$ cat config.mk
export PLATFORM = sky130hd
export DESIGN_NAME = ibs_bus_status
export DESIGN_NICKNAME = d
export VERILOG_FILES = /design/src/rtl/ibs_pkg.sv /design/src/rtl/ibs_bus_status.sv
export SDC_FILE = /design/constraint.sdc
export NUM_CORES = 1
export LEC_CHECK = 0
export CELL_PAD_IN_SITES_DETAIL_PLACEMENT = 1
export CELL_PAD_IN_SITES_GLOBAL_PLACEMENT = 2
export CORE_ASPECT_RATIO = 0.7
export CORE_MARGIN = 2
export CORE_UTILIZATION = 30
export DETAILED_ROUTE_END_ITERATION = 8
export DONT_BUFFER_PORTS = 1
export HOLD_SLACK_MARGIN = 0.08
export PLACE_DENSITY = 0.68
export SETUP_SLACK_MARGIN = 0.5
export SLEW_MARGIN = 25
export SYNTH_ARGS = -nofsm -noshare
export SYNTH_HDL_FRONTEND = slang
export SYNTH_SLANG_ARGS = --single-unit
export TNS_END_PERCENT = 1
$ cat constraint.sdc
create_clock -name sys_clk -period 4.6 [get_ports sys_clk]
set_clock_uncertainty 0.1 [all_clocks]
set_input_delay 0.92 -clock sys_clk [delete_from_list [all_inputs] [get_ports sys_clk]]
set_output_delay 0.92 -clock sys_clk [all_outputs]
set_load 0.03 [all_outputs]
$ cat src/rtl/ibs_pkg.sv
// Package for the two-wire bus status flag block: register map, field positions,
// reset values and the packed structs that carry the block's state.
// Assumes a 32-bit APB register bus with byte addresses.
`default_nettype none

package ibs_pkg;

    // Register byte offsets.
    localparam logic [7:0] CTRL_OFS = 8'h00;
    localparam logic [7:0] STATUS_OFS = 8'h04;
    localparam logic [7:0] INT_STAT_OFS = 8'h08;
    localparam logic [7:0] INT_MASK_OFS = 8'h0C;

    // Control register fields.
    localparam int CTRL_ON_BIT = 0;
    localparam int CTRL_MASTER_BIT = 1;
    localparam int CTRL_LEAVE_BIT = 2;
    localparam int CTRL_WAIT_FREE_BIT = 3;

    // Bus status register fields.
    localparam int STAT_STOP_BIT = 0;
    localparam int STAT_START_BIT = 1;
    localparam int STAT_ACK_BIT = 2;
    localparam int STAT_TRC_BIT = 3;

    // Interrupt status and mask fields share one layout.
    localparam int INT_START_BIT = 0;
    localparam int INT_STOP_BIT = 1;
    localparam int INT_ACK_BIT = 2;
    localparam int INT_W = 3;

    // Serial clock counting within a byte.
    localparam logic [3:0] CLK_FIRST = 4'h1;
    localparam logic [3:0] CLK_DIR = 4'h8;
    localparam logic [3:0] CLK_ACK = 4'h9;

    // Reset values.
    localparam logic [1:0] CTRL_RST = 2'h0;
    localparam logic [INT_W-1:0] INT_RST = 3'h0;
    localparam logic [31:0] RDATA_RST = 32'h0000_0000;

    // The four software-visible status flags.
    typedef struct packed {
        logic trc;
        logic ack;
        logic start;
        logic stop;
    } ibs_flags_s;

    // Complete state of the block.
    typedef struct packed {
        logic [1:0] scl_sync;
        logic [1:0] sda_sync;
        logic scl_prev;
        logic sda_prev;
        logic [3:0] clk_cnt;
        logic first_byte;
        logic drive_armed;
        logic arb_prev;
        logic [1:0] ctrl;
        ibs_flags_s flags;
        logic [INT_W-1:0] int_stat;
        logic [INT_W-1:0] int_mask;
        logic irq;
        logic sda_out;
        logic sda_oe_n;
        logic pready;
        logic pslverr;
        logic [31:0] prdata;
    } ibs_state_s;

endpackage

`default_nettype wire

$ cat src/rtl/ibs_bus_status.sv
// Status flag logic of a two-wire serial bus controller, reached over APB.
// Assumes the serial pins arrive unsynchronised, and that the start generator,
// shift-out latch and arbitration flag come from logic on sys_clk.
// Assumes both lines idle high through pull-ups, so the pin stages reset to one.
//
// Summary of operation
// - Transmit flag drives shift latch from ninth clock, or from start generation in master mode
// - Receive status leaves data line released
// - Master start generation sets transmit flag
// - Master sending direction zero sets transmit flag
// - Master sending direction one clears transmit flag
// - Slave receiving direction one sets transmit flag
// - Stop, leave, disable, wait free, arbitration clear transmit
// - Wait release at ninth clock releases data line
// - Low data at ninth clock rise sets ack
// - Stop, next byte, leave, disable clear ack
// - Start condition sets start flag
// - Stop, byte after address, leave, disable clear start
// - Stop condition sets stop flag
// - Stop flag clears at address byte first clock
// - Controller turning off clears stop flag
`default_nettype none

module ibs_bus_status (
    input wire logic sys_clk,
    input wire logic reset,
    // APB slave.
    input wire logic psel,
    input wire logic penable,
    input wire logic pwrite,
    input wire logic [7:0] paddr,
    input wire logic [31:0] pwdata,
    output logic [31:0] prdata,
    output logic pready,
    output logic pslverr,
    // Serial pins, data pin split into input, output and enable.
    input wire logic serial_clock_pin,
    input wire logic serial_data_pin_in,
    output logic serial_data_pin_out,
    output logic serial_data_pin_oe_n,
    // Same-clock inputs from the rest of the controller.
    input wire logic start_generated,
    input wire logic shift_out_bit,
    input wire logic arb_lost_flag,
    // Status and interrupt outputs.
    output logic [3:0] bus_status_register,
    output logic irq
);

    // Registered state and its next value.
    ibs_pkg::ibs_state_s state_reg;
    ibs_pkg::ibs_state_s state_next;

    // Bus-side decode helpers.
    logic setup_phase;
    logic wr_done;
    logic controller_on;
    logic master_mode;
    logic leave_comm_request;
    logic wait_free_request;
    logic controller_off_edge;

    // Serial line events seen on the second synchroniser stage.
    logic scl_now;
    logic sda_now;
    logic scl_rise;
    logic start_evt;
    logic stop_evt;
    logic [3:0] clk_inc;
    logic arb_rise;

    // Line events are derived from the second synchroniser stage only.
    // A third stage holds the previous settled level, so an edge is reported only
    // in the one cycle in which the second stage differs from it. A start is a data fall while the clock stays high,
    // and a stop is a data rise while the clock stays high.
    always_comb begin
        scl_now = state_reg.scl_sync[1];
        sda_now = state_reg.sda_sync[1];
        scl_rise = scl_now & ~state_reg.scl_prev;
        start_evt = scl_now & state_reg.scl_prev & state_reg.sda_prev & ~sda_now;
        stop_evt = scl_now & state_reg.scl_prev & ~state_reg.sda_prev & sda_now;
        clk_inc = state_reg.clk_cnt + 4'h1;
        arb_rise = arb_lost_flag & ~state_reg.arb_prev;
    end

    // A write takes effect only in the access cycle in which pready is high.
    // The slave answers in the cycle after setup with no wait states, so a write is
    // applied at the one edge at which the master sees pready high. The leave and
    // wait-release bits are write-only pulses that last for that single cycle.
    always_comb begin
        setup_phase = psel & ~penable;
        wr_done = psel & penable & state_reg.pready & pwrite;
        controller_on = state_reg.ctrl[ibs_pkg::CTRL_ON_BIT];
        master_mode = state_reg.ctrl[ibs_pkg::CTRL_MASTER_BIT];
        leave_comm_request = 1'b0;
        wait_free_request = 1'b0;
        controller_off_edge = 1'b0;
        if (wr_done && paddr == ibs_pkg::CTRL_OFS) begin
            leave_comm_request = pwdata[ibs_pkg::CTRL_LEAVE_BIT];
            wait_free_request = pwdata[ibs_pkg::CTRL_WAIT_FREE_BIT];
            controller_off_edge = controller_on & ~pwdata[ibs_pkg::CTRL_ON_BIT];
        end
    end

    // Next-state logic for the whole block.
    // Every field keeps its value unless a branch below changes it. The order of the
    // branches matters: clears come before sets, and the disable branch comes last so
    // that a stopped controller always reports all four flags as zero.
    always_comb begin
        state_next = state_reg;

        // Two flip-flops on each pin, then one more stage for edge finding.
        state_next.scl_sync = {state_reg.scl_sync[0], serial_clock_pin};
        state_next.sda_sync = {state_reg.sda_sync[0], serial_data_pin_in};
        state_next.scl_prev = scl_now;
        state_next.sda_prev = sda_now;
        state_next.arb_prev = arb_lost_flag;

        // Byte clock counting: a start restarts the address byte.
        // The counter holds the number of clock rises seen in the current byte. It
        // restarts at zero on a start, so the address byte counts one to nine, and
        // every later byte runs from one to nine again, its first clock wrapping nine to one.
        if (start_evt) begin
            state_next.clk_cnt = 4'h0;
            state_next.first_byte = 1'b1;
        end else if (scl_rise) begin
            if (state_reg.clk_cnt == ibs_pkg::CLK_ACK) begin
                state_next.clk_cnt = ibs_pkg::CLK_FIRST;
                state_next.first_byte = 1'b0;
            end else begin
                state_next.clk_cnt = clk_inc;
            end
        end

        // Flag clears first, so that any set in the same cycle wins.
        // A repeated start needs no special case: the start branch above rewinds
        // the counter and marks the address byte again.
        if (stop_evt) begin
            state_next.flags.trc = 1'b0;
            state_next.flags.ack = 1'b0;
            state_next.flags.start = 1'b0;
            state_next.drive_armed = 1'b0;
        end
        if (leave_comm_request) begin
            state_next.flags.trc = 1'b0;
            state_next.flags.ack = 1'b0;
            state_next.flags.start = 1'b0;
        end
        if (arb_rise) begin
            state_next.flags.trc = 1'b0;
        end
        // Wait release at the ninth clock drops transmit and the data line.
        if (wait_free_request) begin
            state_next.flags.trc = 1'b0;
            state_next.drive_armed = 1'b0;
        end
        if (scl_rise && !start_evt) begin
            if (state_reg.clk_cnt == ibs_pkg::CLK_ACK) begin
                // The next byte's first clock ends the previous acknowledge.
                state_next.flags.ack = 1'b0;
                if (state_reg.first_byte) begin
                    state_next.flags.start = 1'b0;
                end
            end
            if (state_reg.clk_cnt == 4'h0 && state_reg.first_byte) begin
                state_next.flags.stop = 1'b0;
            end
        end

        // Sets from bus events.
        // The direction bit is the eighth bit of the address byte, so it is taken
        // on the eighth rise; the acknowledge is taken on the ninth.
        if (start_evt) begin
            state_next.flags.start = 1'b1;
        end
        if (stop_evt) begin
            state_next.flags.stop = 1'b1;
        end
        if (scl_rise && state_reg.clk_cnt == (ibs_pkg::CLK_DIR - 4'h1)) begin
            // The eighth rise samples the direction bit of the first byte.
            if (state_reg.first_byte && master_mode) begin
                state_next.flags.trc = ~sda_now;
            end else if (state_reg.first_byte && sda_now) begin
                state_next.flags.trc = 1'b1;
            end
        end
        if (scl_rise && state_reg.clk_cnt == (ibs_pkg::CLK_ACK - 4'h1)) begin
            if (!sda_now) begin
                state_next.flags.ack = 1'b1;
            end
            if (state_reg.first_byte) begin
                state_next.drive_armed = 1'b1;
            end
        end
        if (start_generated && master_mode) begin
            state_next.flags.trc = 1'b1;
            state_next.drive_armed = 1'b1;
        end

        // Turning the controller off clears every flag and the counter.
        // Holding the flags at zero while off also covers the falling edge of the
        // enable, and keeps stale line events from showing when it is turned on.
        if (!controller_on || controller_off_edge) begin
            state_next.flags = '0;
            state_next.drive_armed = 1'b0;
            state_next.clk_cnt = 4'h0;
            state_next.first_byte = 1'b0;
        end

        // Data pin: drive the shift latch only in transmit status.
        // The enable is low only while the block transmits, so a receiver never
        // fights another party on the data line.
        if (state_next.flags.trc && state_next.drive_armed) begin
            state_next.sda_out = shift_out_bit;
            state_next.sda_oe_n = 1'b0;
        end else begin
            state_next.sda_out = 1'b1;
            state_next.sda_oe_n = 1'b1;
        end

        // Interrupt status: events set, written ones clear, set wins.
        // An event in the same cycle as a clearing write sets its bit again, so no
        // event is lost to a clear that races it.
        state_next.int_stat[ibs_pkg::INT_START_BIT] = state_reg.int_stat[ibs_pkg::INT_START_BIT];
        if (wr_done && paddr == ibs_pkg::INT_STAT_OFS) begin
            state_next.int_stat = state_reg.int_stat & ~pwdata[ibs_pkg::INT_W-1:0];
        end
        if (controller_on) begin
            if (start_evt) begin
                state_next.int_stat[ibs_pkg::INT_START_BIT] = 1'b1;
            end
            if (stop_evt) begin
                state_next.int_stat[ibs_pkg::INT_STOP_BIT] = 1'b1;
            end
            if (scl_rise && !sda_now && state_reg.clk_cnt == (ibs_pkg::CLK_ACK - 4'h1)) begin
                state_next.int_stat[ibs_pkg::INT_ACK_BIT] = 1'b1;
            end
        end
        state_next.irq = |(state_next.int_stat & state_next.int_mask);

        // Register writes; the status register ignores writes.
        // Only the enable and mode bits are stored; the request bits act at once.
        if (wr_done) begin
            if (paddr == ibs_pkg::CTRL_OFS) begin
                state_next.ctrl = pwdata[1:0];
            end else if (paddr == ibs_pkg::INT_MASK_OFS) begin
                state_next.int_mask = pwdata[ibs_pkg::INT_W-1:0];
            end
        end

        // APB answer: ready and data are prepared in the setup cycle.
        // Unmapped addresses answer with an error and read as zero; the status word
        // is built straight from the flags and cannot be written.
        state_next.pready = setup_phase;
        state_next.pslverr = 1'b0;
        state_next.prdata = ibs_pkg::RDATA_RST;
        if (setup_phase) begin
            if (paddr == ibs_pkg::CTRL_OFS) begin
                state_next.prdata = {30'h0000_0000, state_reg.ctrl};
            end else if (paddr == ibs_pkg::STATUS_OFS) begin
                state_next.prdata = {28'h000_0000, state_reg.flags};
            end else if (paddr == ibs_pkg::INT_STAT_OFS) begin
                state_next.prdata = {29'h0000_0000, state_reg.int_stat};
            end else if (paddr == ibs_pkg::INT_MASK_OFS) begin
                state_next.prdata = {29'h0000_0000, state_reg.int_mask};
            end else begin
                state_next.pslverr = 1'b1;
            end
        end
    end

    // State register with synchronous reset.
    // The pin stages reset to one, the idle level of both lines, so that no false
    // edge is reported in the first cycles after reset.
    always_ff @(posedge sys_clk) begin
        if (reset) begin
            state_reg <= '0;
            state_reg.scl_sync <= 2'h3;
            state_reg.sda_sync <= 2'h3;
            state_reg.scl_prev <= 1'b1;
            state_reg.sda_prev <= 1'b1;
            state_reg.ctrl <= ibs_pkg::CTRL_RST;
            state_reg.int_stat <= ibs_pkg::INT_RST;
            state_reg.int_mask <= ibs_pkg::INT_RST;
            state_reg.sda_out <= 1'b1;
            state_reg.sda_oe_n <= 1'b1;
            state_reg.prdata <= ibs_pkg::RDATA_RST;
        end else begin
            state_reg <= state_next;
        end
    end

    // Outputs come straight from the state register.
    // No output passes through logic after the register, so every pin and bus
    // output changes only at a clock edge.
    assign prdata = state_reg.prdata;
    assign pready = state_reg.pready;
    assign pslverr = state_reg.pslverr;
    assign serial_data_pin_out = state_reg.sda_out;
    assign serial_data_pin_oe_n = state_reg.sda_oe_n;
    assign bus_status_register = state_reg.flags;
    assign irq = state_reg.irq;

endmodule

`default_nettype wire

==> out/qor.yml, run 1 <==
hold_path:
  hold_path_depth: 1
  hold_end: "scl_now"
  hp-start: "state_next[61]"
  hp-class: "reg -> reg"
floorplanning:
  chipWidth_um: 95.2
  coreArea_um2: 5670
  initial_core_util: 0.308
  io-pin-count: 91
  die-area_um2: 6450
  die_h_um: 67.8
  fp-row-count: 23
cells_and_area:
  largest_reg_flops: 15
  final_cell_mix: "34 x dfxtp_1, 28 x conb_1, 18 x nor2_1, 15 x nand2_1, 8 x o21ai_0"
  final.fill_count: 673
  nets: 240
  regArea_um2: 681
  num_antenna_cells: 0
  final_cells: 266
  final_common_cell: "dfxtp_1"
  drive_above_1_share: 0.105
  area.growth.synth_to_final_pct: -0.215
  multi_input_area_um2: 857
sta:
  maxSlewViolCount: 0
  fin_setup_tns_ps: 0
  fin_crit_ps: 2450
  setup_viol: 0
  worstMarginPinSlew_ps: 551
  setup_ws_ps: 2150
  fmax_mhz: 409
  maxSlewHeadroom: 0.632
  finalHoldViolations: 0
  rsz0062_at_grt: "false"
  min_period_over_period: 0.532
worst_setup_path:
  r2r_end: "irq"
  regToRegStartpoint: "state_reg[53]"
  cp.arrival_ps: 2520
  critPathLaunchType: "primary input"
  cp_slowest_cell: "or4_4"
  slowest_delay_ps: 520
  path_cells: "or4_4 > nor3_2 > a41o_1 > or2_2 > nor3_1"
  worstSetupPathType: "in -> reg"
  ff2ff_path_depth: 5
  crit_path_end_kind: "flop"
  crit_required_ps: 4670
  worstSetupStartpoint: "paddr[1]"
  r2r_slack_ps: 2590
  cp_max_fo: 7
detailed_routing:
  drtPass1Iterations: 4
  antenna_left: 0
  drt-total-wl_mm: 4.23
  avgViaCountPerCell: 4.77
  drtIter0Drc: 63
  wl_per_cell_um: 15.9
  num_vias: 1269
  drc_errors: 0
clocking:
  post_cts_buffers: 0
  tritoncts: "built"
  cts.repair.resized: 0
  numCtsBuffers: 5
  htree_levels: 2
  path_clk_slew_ps: 70
  cts_sinks: 34
  cts_max_path_buffers: 2
  root_buffer: "clkbuf_8"
  clock_latency_ps: 280
  postCtsHoldBufs: 0
pwr:
  p_per_area_nw_per_um2: 327
  p_leak_uw: 0.000639
  irDropWorstVdd_mv: 0.103
logic_synthesis:
  synthSimpleGateAreaFrac: 0.262
  ys_seq_area_frac: 0.390
  postSynthRegisterBits: 34
  yosys.area_share.xor_xnor: 0.00502
  async_flop_share: 0
  ys_types: 42
  synth-compound-area-share: 0.103
  synth_top_family_by_area: "simple AND/OR/NAND/NOR gates"
  avgSynthCellArea_um2: 8.86
  yosys.area_share.adder: 0
  synthMuxAreaShare: 0.0602
  syn-cell-area_um2: 1750
  postSynthCellCount: 197
  synth_enable_flop_cells: 0
  yosys_warnings: 0
  synth_top_flop_cell: "dfxtp_1"
placement:
  post-dp-hpwl_mm: 3.30
  port_buffers: 0
  placed_cells_incl_taps: 258
  pre_cts_ws_ps: 1870
  gp_congestion: 0.846
global_route:
  grtUsageTotal: 0.135
  grt_first_pass_wirelength_mm: 6.47
  grt_pass1_vias: 1246
  grt_max_degree: 21
  antenna_found_initial: 0
  grt_overflow_total: 0
job:
  drv_cap: 0
status:
  outcome: "complete, no violations"
-- logic make-up (layout without fill, tap and decap cells) --
group,after synthesis,after routing
and+or+nand+nor,79,79
buffers and inverters,46,13
DFF,34,34
AOI/OAI and AO/OA,28,28
muxes,8,8
other,1,28
xor gates and xnor gates,1,1
-- stage by stage --
stage	power (µW)	hold slack (ps)	utilization	cell area (µm²)
floorplan	368	289	-	1850
global placement	348	293	0.291	1650
detailed placement	348	296	0.291	1650
CTS	579	313	0.307	1740
global route	595	332	0.307	1740
finish	570	310	0.307	1740
-- cell type report --
cell class | instances | share of cell area
clock inverters | 1 | 0.00287
multi-input cells | 144 | 0.492
flip-flops and latches | 34 | 0.391
well taps | 75 | 0.0539
clock buffers | 7 | 0.0496
inverters | 5 | 0.0108
-- per-layer routing --
layer / vias up / share of wire / track usage
li1: 610 / - / -
met1: 610 / 0.49 / 0.191
met2: 44 / 0.42 / 0.191
met3: 5 / 0.083 / 0.0441
met4: 0 / 0.0090 / 0.0471
met5: - / 0 / 0
-- cells in the mapped netlist (all sizes together), types with 2 or more instances --
library cell | count | share of area
or2 | 7 | 0.025
clkbuf | 4 | 0.0086
nand3 | 2 | 0.0057
inv | 5 | 0.011
mux2i | 6 | 0.034
buf | 37 | 0.16
and3 | 3 | 0.011
nor3b | 2 | 0.0086
a21oi | 7 | 0.020
and4b | 2 | 0.011
nand2b | 5 | 0.018
a31oi | 2 | 0.0072
nor3 | 6 | 0.020
nand2 | 15 | 0.032
mux4 | 2 | 0.026
dfxtp | 34 | 0.39
nor2 | 18 | 0.039
nand4b | 3 | 0.015
o21ai | 8 | 0.023
nor2b | 5 | 0.018
nand4 | 4 | 0.014
or3 | 2 | 0.010
a41oi | 2 | 0.010
-- worst max-delay path: cells and delay by family --
family             cells  cell delay, ps
and+or+nand+nor        4            1170
AOI/OAI and AO/OA      1             430
-- worst max path at each step --
stage / endpoint / slack (ps) / cells past startpoint
after floorplan: state_reg[50] / 2020 / 5
after global placement: state_reg[52] / 1930 / 5
after detailed placement: state_reg[52] / 1870 / 5
after CTS: state_reg[52] / 2180 / 5
after global routing: state_reg[55] / 2070 / 5
final: state_reg[52] / 2150 / 5
-- power by group --
part	total, µW	internal [µW]	switching [µW]
sequential	301	298	3.47
clock	228	121	107
combinational	41.0	6.01	35.0
total	570	424	145
No activity file was read; power rests on OpenSTA's default activity.
==> run 2, diff against run 1 <==
Clock period 4.6 ns to 2.4 ns, I/O delays scaled along.
==> run 2 against run 1 <==
Sequential share of layout area is 0.084 points lower. Worst hold slack worse by 150 ps. Critical path depth stayed put. Die area stayed put. Flip-flop and latch count stayed put. Total power is 87% higher.
==> out/qor.yml, run 2 (synthesized netlist as in run 1, its figures left out) <==
status:
  outcome: "complete, no violations"
worst_setup_path:
  regToRegStartpoint: "state_reg[53]"
  r2r_slack_ps: 510  # -2080 ps
  ff2ff_path_depth: 5  # unchanged
  cp_max_fo: 3  # -4
  cp.arrival_ps: 2050  # -470 ps
  crit_required_ps: 2460  # -2210 ps
  critPathLaunchType: "primary input"
  worstSetupPathType: "in -> reg"
  crit_path_end_kind: "flop"
  r2r_end: "serial_data_pin_out"
cells_and_area:
  nets: 241  # +0.42%
  utilization: 0.308  # +0.000662
  final_cell_mix: "34 x dfxtp_1, 28 x conb_1, 18 x nor2_1, 15 x nand2_1, 8 x o21ai_0"
  final_cells: 266  # unchanged
  num_antenna_cells: 0  # unchanged
  area.growth.synth_to_final_pct: -0.000229
  fin_area_um2: 1750  # +0.22%
  final_common_cell: "dfxtp_1"
  multi_input_area_um2: 866  # +1.0%
  regArea_um2: 681  # unchanged
  largest_reg_flops: 15  # unchanged
  drive_above_1_share: 0.120  # +0.0157
  final.fill_count: 668  # -0.74%
global_route:
  grt_overflow_total: 0  # unchanged
  grt_first_pass_wirelength_mm: 6.27  # -3.0%
  grt_pass1_vias: 1223  # -1.8%
  grtUsageTotal: 0.133  # -0.00222
  antenna_found_initial: 0  # unchanged
  grt_max_degree: 21  # unchanged
clocking:
  cts_sinks: 34  # unchanged
  tritoncts: "built"
  cts_max_path_buffers: 2  # unchanged
  path_clk_slew_ps: 70  # about the same
  clock_latency_ps: 290  # about the same
  root_buffer: "clkbuf_8"
  numCtsBuffers: 5  # unchanged
  htree_levels: 2  # unchanged
job:
  drv_cap: 0  # unchanged
floorplanning:
  die-area_um2: 6450  # unchanged
  initial_core_util: 0.308  # unchanged
  chipWidth_um: 95.2  # unchanged
  io-pin-count: 91  # unchanged
  fp-row-count: 23  # unchanged
  coreArea_um2: 5670  # unchanged
  die_h_um: 67.8  # unchanged
detailed_routing:
  avgViaCountPerCell: 4.70  # -1.5%
  antenna_left: 0  # unchanged
  drt-total-wl_mm: 4.16  # -1.7%
  drtIter0Drc: 67  # +6.3%
  met2RoutedLength_mm: 1.70  # -4.6%
  drt-met1-wl_mm: 2.01  # -2.4%
  wl_per_cell_um: 15.6  # -1.7%
  num_vias: 1250  # -1.5%
  dr_wl_met3_um: 399  # +14%
  top_layer_used: "met4"
  drtPass1Iterations: 4  # unchanged
  drc_errors: 0  # unchanged
placement:
  gp_congestion: 0.881  # +4.1%
  post-dp-hpwl_mm: 3.26  # -1.3%
  post_dp_cell_area_um2: 1660  # +0.46%
  port_buffers: 0  # unchanged
  placed_cells_incl_taps: 259  # +0.39%
sta:
  fin_setup_tns_ps: 0  # unchanged
  min_period_over_period: 0.826
  finalHoldViolations: 0  # unchanged
  setup_viol: 0  # unchanged
  fmax_mhz: 505
  rsz0062_at_grt: "true"
  fin_crit_ps: 1980
  maxSlewViolCount: 0  # unchanged
hold_path:
  hp-class: "in -> reg"
  hp-start: "reset"
  hold_path_depth: 1  # unchanged
  hold_end: "master_mode"
pwr:
  total_power_uw: 1070  # +87%
  p_per_area_nw_per_um2: 610  # +87%
  irDropWorstVdd_mv: 0.229  # +120%
  p_leak_uw: 0.000642  # +0.43%
-- run 2: changes by cell type in the layout (fill, tap and decap cells not counted) --
cell      before  now
buf_4          0    1
clkbuf_1       1    0
clkbuf_8       6    5
clkinv_2       1    2
nor3_1         5    4
nor3_2         1    2
or4b_1         1    0
or4b_4         0    1
-- run 2: per-layer routing --
metal	GRT usage	vias up
li1	-	607
met4	0.0525	0
met2	0.180	51
met1	0.189	587
met3	0.0485	5
met5	0	-
-- run 2: power breakdown --
| part | total, µW | switching, µW | internal, µW |
|---|---|---|---|
| Sequential | 577 | 6.78 | 570 |
| Clock | 409 | 214 | 195 |
| Combinational | 79.5 | 67.4 | 12.1 |
-- run 2: cell type report --
cell class	count	area share
multi-input cells	144	0.496
flip-flops and latches	34	0.390
well taps	75	0.0538
clock buffers	5	0.0394
inverters	5	0.0108
clock inverters	2	0.00573
repair buffers	1	0.00430
-- run 2: worst max-delay path, stage by stage --
cell and delay, ps:
or4_4 530, or3_4 370, nor4b_4 330, o21bai_1 180, nor2b_1 160
-- run 2: how the worst max path moves through the flow --
stage	endpoint	start	slack, ps	cells past startpoint
2_1_floorplan	state_reg[50]	paddr[1]	260	5
3_3_place_gp	state_reg[50]	paddr[1]	180	5
3_5_place_dp	state_reg[50]	paddr[1]	120	5
4_1_cts	state_reg[50]	paddr[1]	420	5
5_1_grt	state_reg[50]	paddr[1]	390	5
6_report	state_reg[50]	paddr[1]	420	5
-- run 2: timing repair --
item / CTS / global route
endpoints found under the setup margin: 3 / 6
resized for setup: 0 / 2
pin swaps: 0 / 0
hold buffers: 0 / 0
buffers inserted: 0 / 0
-- run 2: through the flow --
stage	worst slack (ps)	hold slack (ps)
after floorplan	262	289
after global placement	177	292
after detailed placement	121	300
after CTS	423	147
after global routing	389	142
final	419	158
